### config.mk
export PLATFORM = sky130hd
export DESIGN_NAME = aipc_top
export DESIGN_NICKNAME = d
export VERILOG_FILES = /design/src/rtl/aipc_pkg.sv /design/src/rtl/aipc_top.sv
export SDC_FILE = /design/constraint.sdc
export NUM_CORES = 1
export LEC_CHECK = 0
export ABC_AREA = 1
export BUFFER_PORTS_ARGS = -buffer_cell sky130_fd_sc_hd__buf_4
export CAP_MARGIN = 20
export CORE_MARGIN = 8
export CORE_UTILIZATION = 30
export CTS_BUF_LIST = sky130_fd_sc_hd__clkbuf_16
export DETAILED_ROUTE_END_ITERATION = 12
export SYNTH_ARGS = -nofsm -noshare
export SYNTH_HDL_FRONTEND = slang
export SYNTH_SLANG_ARGS = --single-unit
### constraint.sdc
create_clock -name aclk -period 1.1 [get_ports aclk]
set_input_delay 0.11 -clock aclk [delete_from_list [all_inputs] [get_ports aclk]]
set_output_delay 0.11 -clock aclk [all_outputs]
set_load 0.03 [all_outputs]
### src/rtl/aipc_pkg.sv
package aipc_pkg;

    // ****************************************************************
    // Register map
    // ****************************************************************
    localparam logic [3:0]  AIPC_OFS_SELECT   = 4'h0;
    localparam logic [3:0]  AIPC_OFS_PINCFG   = 4'h4;

    // ****************************************************************
    // Field layout and reset values
    // ****************************************************************
    localparam int          AIPC_BIT_NB_NEG   = 15;
    localparam int          AIPC_SB_LSB       = 8;
    localparam int          AIPC_SB_W         = 4;
    localparam int          AIPC_BIT_NA_NEG   = 7;
    localparam int          AIPC_BIT_BG_DIS   = 15;
    localparam int          AIPC_NPINS        = 13;
    localparam logic [15:0] AIPC_SEL_WMASK    = 16'h8f80;
    localparam logic [15:0] AIPC_CFG_WMASK    = 16'h9fff;
    localparam logic [15:0] AIPC_SEL_RESET    = 16'h0000;
    localparam logic [15:0] AIPC_CFG_RESET    = 16'h0000;
    localparam logic [3:0]  AIPC_SB_BANDGAP   = 4'hf;
    localparam logic [1:0]  AIPC_RESP_OKAY    = 2'b00;
    localparam logic [1:0]  AIPC_RESP_SLVERR  = 2'b10;

    // ****************************************************************
    // Converter input routing carrier
    // ****************************************************************
    typedef struct packed {
        logic [3:0] pos_channel;     // Channel code for positive input
        logic       pos_is_bandgap;  // Positive input is the band gap
        logic       neg_is_ain1;     // MUX B negative input is input one
        logic       neg_a_is_ain1;   // MUX A negative input is input one
    } aipc_route_t;

endpackage

### src/rtl/aipc_top.sv
// Our own choices: the register offsets and the AXI4-Lite register port.
`timescale 1ns/1ps

// What this block does
// - Top pin-config bit high disables band gap reference; low enables it.
// - Pin-config bit set makes pin digital and lets port read return level.
// - Pin-config bit clear makes pin analog, blocks port read, allows sampling.
// - Bits 14-13 are unimplemented, read zero, writes ignored.
module aipc_top
    import aipc_pkg::*;
#(
    parameter int NPINS = AIPC_NPINS
) (
    input  wire logic              aclk,          // System clock
    input  wire logic              aresetn,       // Sync reset, active low
    input  wire logic [3:0]        s_awaddr,      // Write address
    input  wire logic              s_awvalid,     // Write address valid
    output logic                   s_awready,     // Write address ready
    input  wire logic [31:0]       s_wdata,       // Write data
    input  wire logic [3:0]        s_wstrb,       // Write byte strobes
    input  wire logic              s_wvalid,      // Write data valid
    output logic                   s_wready,      // Write data ready
    output logic [1:0]             s_bresp,       // Write response
    output logic                   s_bvalid,      // Write response valid
    input  wire logic              s_bready,      // Write response ready
    input  wire logic [3:0]        s_araddr,      // Read address
    input  wire logic              s_arvalid,     // Read address valid
    output logic                   s_arready,     // Read address ready
    output logic [31:0]            s_rdata,       // Read data
    output logic [1:0]             s_rresp,       // Read response
    output logic                   s_rvalid,      // Read data valid
    input  wire logic              s_rready,      // Read data ready
    input  wire logic [NPINS-1:0]  pin_level,     // Raw pin levels from pads
    output logic [NPINS-1:0]       port_read,     // Levels seen by port read
    output logic [NPINS-1:0]       pin_analog,    // Pin in analog mode
    output logic                   bandgap_en,    // Band gap reference on
    output aipc_route_t            route          // Converter input routing
);

    // ****************************************************************
    // Register state
    // ****************************************************************
    logic [15:0] sel_ff,    nxt_sel;
    logic [15:0] cfg_ff,    nxt_cfg;
    logic        aw_ff,     nxt_aw;
    logic        w_ff,      nxt_w;
    logic [3:0]  awaddr_ff, nxt_awaddr;
    logic [31:0] wdata_ff,  nxt_wdata;
    logic [3:0]  wstrb_ff,  nxt_wstrb;
    logic        bvalid_ff, nxt_bvalid;
    logic [1:0]  bresp_ff,  nxt_bresp;
    logic        rvalid_ff, nxt_rvalid;
    logic [31:0] rdata_ff,  nxt_rdata;
    logic [1:0]  rresp_ff,  nxt_rresp;
    logic [15:0] wmerge;
    logic        do_write;

    // Each channel is accepted once and held until the response drains
    assign s_awready = !aw_ff && !bvalid_ff;
    assign s_wready  = !w_ff && !bvalid_ff;
    assign s_arready = !rvalid_ff;
    assign s_bvalid  = bvalid_ff;
    assign s_bresp   = bresp_ff;
    assign s_rvalid  = rvalid_ff;
    assign s_rdata   = rdata_ff;
    assign s_rresp   = rresp_ff;

    always_comb begin
        nxt_aw     = aw_ff;
        nxt_w      = w_ff;
        nxt_awaddr = awaddr_ff;
        nxt_wdata  = wdata_ff;
        nxt_wstrb  = wstrb_ff;
        nxt_bvalid = bvalid_ff;
        nxt_bresp  = bresp_ff;
        nxt_sel    = sel_ff;
        nxt_cfg    = cfg_ff;
        wmerge     = 16'h0000;
        if (s_awvalid && s_awready) begin
            nxt_aw     = 1'b1;
            nxt_awaddr = s_awaddr;
        end
        if (s_wvalid && s_wready) begin
            nxt_w     = 1'b1;
            nxt_wdata = s_wdata;
            nxt_wstrb = s_wstrb;
        end
        do_write = aw_ff && w_ff;
        if (do_write) begin
            nxt_aw     = 1'b0;
            nxt_w      = 1'b0;
            nxt_bvalid = 1'b1;
            nxt_bresp  = AIPC_RESP_OKAY;
            unique case (awaddr_ff)
                AIPC_OFS_SELECT: begin
                    wmerge[7:0]  = wstrb_ff[0] ? wdata_ff[7:0]  : sel_ff[7:0];
                    wmerge[15:8] = wstrb_ff[1] ? wdata_ff[15:8] : sel_ff[15:8];
                    nxt_sel      = wmerge & AIPC_SEL_WMASK;
                end
                AIPC_OFS_PINCFG: begin
                    wmerge[7:0]  = wstrb_ff[0] ? wdata_ff[7:0]  : cfg_ff[7:0];
                    wmerge[15:8] = wstrb_ff[1] ? wdata_ff[15:8] : cfg_ff[15:8];
                    nxt_cfg      = wmerge & AIPC_CFG_WMASK;
                end
                default: nxt_bresp = AIPC_RESP_SLVERR;
            endcase
        end
        if (bvalid_ff && s_bready) begin
            nxt_bvalid = 1'b0;
        end
    end

    always_comb begin
        nxt_rvalid = rvalid_ff;
        nxt_rdata  = rdata_ff;
        nxt_rresp  = rresp_ff;
        if (rvalid_ff && s_rready) begin
            nxt_rvalid = 1'b0;
        end
        if (s_arvalid && s_arready) begin
            nxt_rvalid = 1'b1;
            nxt_rresp  = AIPC_RESP_OKAY;
            unique case (s_araddr)
                AIPC_OFS_SELECT: nxt_rdata = {16'h0000, sel_ff};
                AIPC_OFS_PINCFG: nxt_rdata = {16'h0000, cfg_ff};
                default: begin
                    nxt_rdata = 32'h0000_0000;
                    nxt_rresp = AIPC_RESP_SLVERR;
                end
            endcase
        end
    end

    always_ff @(posedge aclk) begin
        if (!aresetn) begin
            sel_ff    <= AIPC_SEL_RESET;
            cfg_ff    <= AIPC_CFG_RESET;
            aw_ff     <= 1'b0;
            w_ff      <= 1'b0;
            awaddr_ff <= 4'h0;
            wdata_ff  <= 32'h0000_0000;
            wstrb_ff  <= 4'h0;
            bvalid_ff <= 1'b0;
            bresp_ff  <= 2'b00;
            rvalid_ff <= 1'b0;
            rdata_ff  <= 32'h0000_0000;
            rresp_ff  <= 2'b00;
        end else begin
            sel_ff    <= nxt_sel;
            cfg_ff    <= nxt_cfg;
            aw_ff     <= nxt_aw;
            w_ff      <= nxt_w;
            awaddr_ff <= nxt_awaddr;
            wdata_ff  <= nxt_wdata;
            wstrb_ff  <= nxt_wstrb;
            bvalid_ff <= nxt_bvalid;
            bresp_ff  <= nxt_bresp;
            rvalid_ff <= nxt_rvalid;
            rdata_ff  <= nxt_rdata;
            rresp_ff  <= nxt_rresp;
        end
    end

    // ****************************************************************
    // Pin and converter outputs
    // ****************************************************************
    // Analog pins read as zero so a floating analog level never toggles logic
    assign port_read  = pin_level & cfg_ff[NPINS-1:0];
    assign pin_analog = ~cfg_ff[NPINS-1:0];
    assign bandgap_en = ~cfg_ff[AIPC_BIT_BG_DIS];

    // Absent channels on the small package are not screened here
    always_comb begin
        route.pos_channel    = sel_ff[AIPC_SB_LSB +: AIPC_SB_W];
        route.pos_is_bandgap = (sel_ff[AIPC_SB_LSB +: AIPC_SB_W] == AIPC_SB_BANDGAP);
        route.neg_is_ain1    = sel_ff[AIPC_BIT_NB_NEG];
        route.neg_a_is_ain1  = sel_ff[AIPC_BIT_NA_NEG];
    end
endmodule // aipc_top

==> flow_summary.ini <==
[power_and_ir_drop]
p_int_mw = 4.312
p_switching_mw = 1.575
clkPwrFrac = 0.425
p_sw_frac = 0.2675
power.density_nw_per_um2 = 1385
pwr-share-comb = 0.175
seq_power_share = 0.400
leakagePower_nw = 2.002
total_power_mw = 5.886
peakVddDrop_mv = 0.6652

[die]
fp.coreArea_sq_um = 9153
rows = 35
start_util = 0.3070
dieArea_sq_um = 12720
num_io_pins = 139
die_x_um = 112.8
fp.dieH_um = 112.8

[clock_tree]
clock_sinks = 60
cts_made_buffers = 9
cts-htree-levels = 3
worstSkewPairLatency_ns = 0.32
clockBufferDepth = 2
clkTransAtPathRegs_ns = 0.05
ctsRootBufferMaster = clkbuf_16
cts_tree = done

[critical_path]
critical_path_class = reg -> out
start_kind = register
required_ns = 0.99
end_kind = primary output
cp_max_fo = 2
cp.arrival_ns = 0.99

[finish]
syn_to_final_growth_pct = 51.25
final_area_sq_um = 4250
drive_above_1_share = 0.4012
final_common_cell = buf_4
nFillCells = 925
diodes = 0
final_util = 0.4644
final_cell_mix = 107 x buf_4, 64 x nor2_1, 58 x inv_1, 51 x nand2_1, 35 x dfxtp_1
finalNetCount = 581

[drt]
drc = 0
routed_via_density = 4.196
met2_length_mm = 3.657
m1WireLength_mm = 3.497
wl_met3_um = 558
detail-route-antenna-nets = 0
first_pass_iters = 4
wl_mm = 7.784
vias = 2652
initialDrtViolationCount = 101
wl_per_cell_um = 12.32
topRoutingLayerUsed = met4

[min_path]
worstHoldPathType = in -> reg

[synth]
ys_seq_area_frac = 0.4274
syn_area_sq_um = 2810
syn_inst = 401
ys_ff_latch = 60
syn_avg_cell_area_sq_um = 7.008
ys_warn_count = 0
synth_cell_types = 23

[run]
max-cap-violations = 0

[placement]
dp_hpwl_mm = 6.027
place_area_sq_um = 3741
port-buffer-count = 98
gp_congestion = 0.7156
pre_cts_ws_ns = -0.02220

[timing]
tns_ns = -0.003100
slew_viol_final = 0
rsz0062_at_grt = yes
hold_viol = 0
min_period_ns = 1.102
fmax_mhz = 907.5
setup_viol = 2
fin_ws_ns = -0.001885
fin_skew_ns = 0.006887
final.period_utilization = 1.002

[status]
violations = negative setup slack
status = finished with violations

[grt]
grt_use_total = 0.1209
grt_antenna_before_repair = 0
grt_pass1_vias = 2546
grt_max_degree = 45
grt_pass1_wl_mm = 12.54
grt-ovfl-total = 0
-- cell type report --
class | count | area, sq um | share of cell area
inverters | 62 | 237.7 | 0.05593
flip-flops and latches | 60 | 1247 | 0.2935
clock inverters | 5 | 20.02 | 0.004710
well taps | 111 | 138.9 | 0.03268
multi-input cells | 264 | 1350 | 0.3176
clock buffers | 10 | 250.2 | 0.05888
repair buffers | 120 | 1006 | 0.2367
-- critical path: stages (launching register included) --
cell,delay (ns)
dfxtp_2,0.32
buf_6,0.11
nor2_4,0.10
buf_6,0.14
-- cell usage after synthesis --
master | n | area, sq um
clkbuf_1 | 1 | 3.750
inv_1 | 59 | 221.5
nor2_4 | 6 | 67.56
a21oi_1 | 30 | 150.1
inv_2 | 3 | 11.26
nor2_2 | 7 | 43.79
dfxtp_1 | 60 | 1201
buf_4 | 22 | 165.2
nor2_1 | 67 | 251.5
conb_1 | 1 | 3.750
nand4_1 | 6 | 37.54
nand2_1 | 62 | 232.7
o21ai_0 | 21 | 105.1
nand3_1 | 32 | 160.2
nor2_8 | 1 | 20.02
a211oi_1 | 1 | 7.510
buf_2 | 9 | 45.04
nor3_1 | 2 | 10.01
buf_6 | 1 | 11.26
clkbuf_2 | 1 | 5.000
nand2_2 | 7 | 43.79
o21ai_1 | 1 | 5.000
o21a_1 | 1 | 7.510
-- timing repair --
action | 4_1_cts | 5_1_grt
setup buffers | 1 | 4
hold buffers | 1 | 0
cloned | 0 | 1
endpoints found under the setup margin | 14 | 35
pin swaps | 7 | 7
gates resized for setup | 14 | 52
hold endpoints to repair | 1 | 0
-- final timing paths --
path	slack [ns]	cells past startpoint	startpoint	to
setup / recovery	-0.002	3	aw_ff$_SDFFE_PP0P_	s_awready
setup reg to reg	0.02	7	awaddr_ff[1]$_SDFFE_PN0P_	cfg_ff[2]$_SDFFE_PN0P_
hold reg to reg	0.46	2	wdata_ff[6]$_SDFFE_PN0P_	wdata_ff[6]$_SDFFE_PN0P_
hold / removal	0.06	3	s_wdata[8]	wdata_ff[8]$_SDFFE_PN0P_
-- flip-flops by register name, indices dropped and copies added, names as in the netlist, 2 cells and up --
signal	cells
wdata_ff	14
s_rdata	14
wstrb_ff	2
cfg_ff	14
sel_ff	6
awaddr_ff	4
-- kinds of logic (layout without fill, tap and decap cells) --
family | Yosys count | in the layout | synth area share
flops | 60 | 60 | 0.4274
buf+inv | 96 | 197 | 0.1647
compound gates | 54 | 54 | 0.09795
other cells | 1 | 20 | 0.001334
simple gates | 190 | 190 | 0.3085
-- per-stage QoR --
stage               hold slack (ns)  cells
global placement             0.2859    611
CTS                         0.05487    627
global route                0.06808    632
floorplan                    0.1988    420
finish                      0.06015    632
detailed placement           0.2893    611
-- metal layers --
| metal | track usage | vias up |
|---|---|---|
| met2 | 0.1907 | 75 |
| met5 | 0 | - |
| li1 | - | 1440 |
| met4 | 0.03777 | 0 |
| met1 | 0.1496 | 1131 |
| met3 | 0.04420 | 6 |
-- power groups by stage --
stage	Combinational [mW]	Sequential (mW)	Clock, mW
after global routing	1.12	2.37	2.69
after CTS	0.969	2.36	2.56
after detailed placement	0.953	2.40	0
after global placement	0.941	2.39	0
final	1.03	2.36	2.50
after floorplan	0.596	2.45	0
Power figures use the tool's default switching activity.
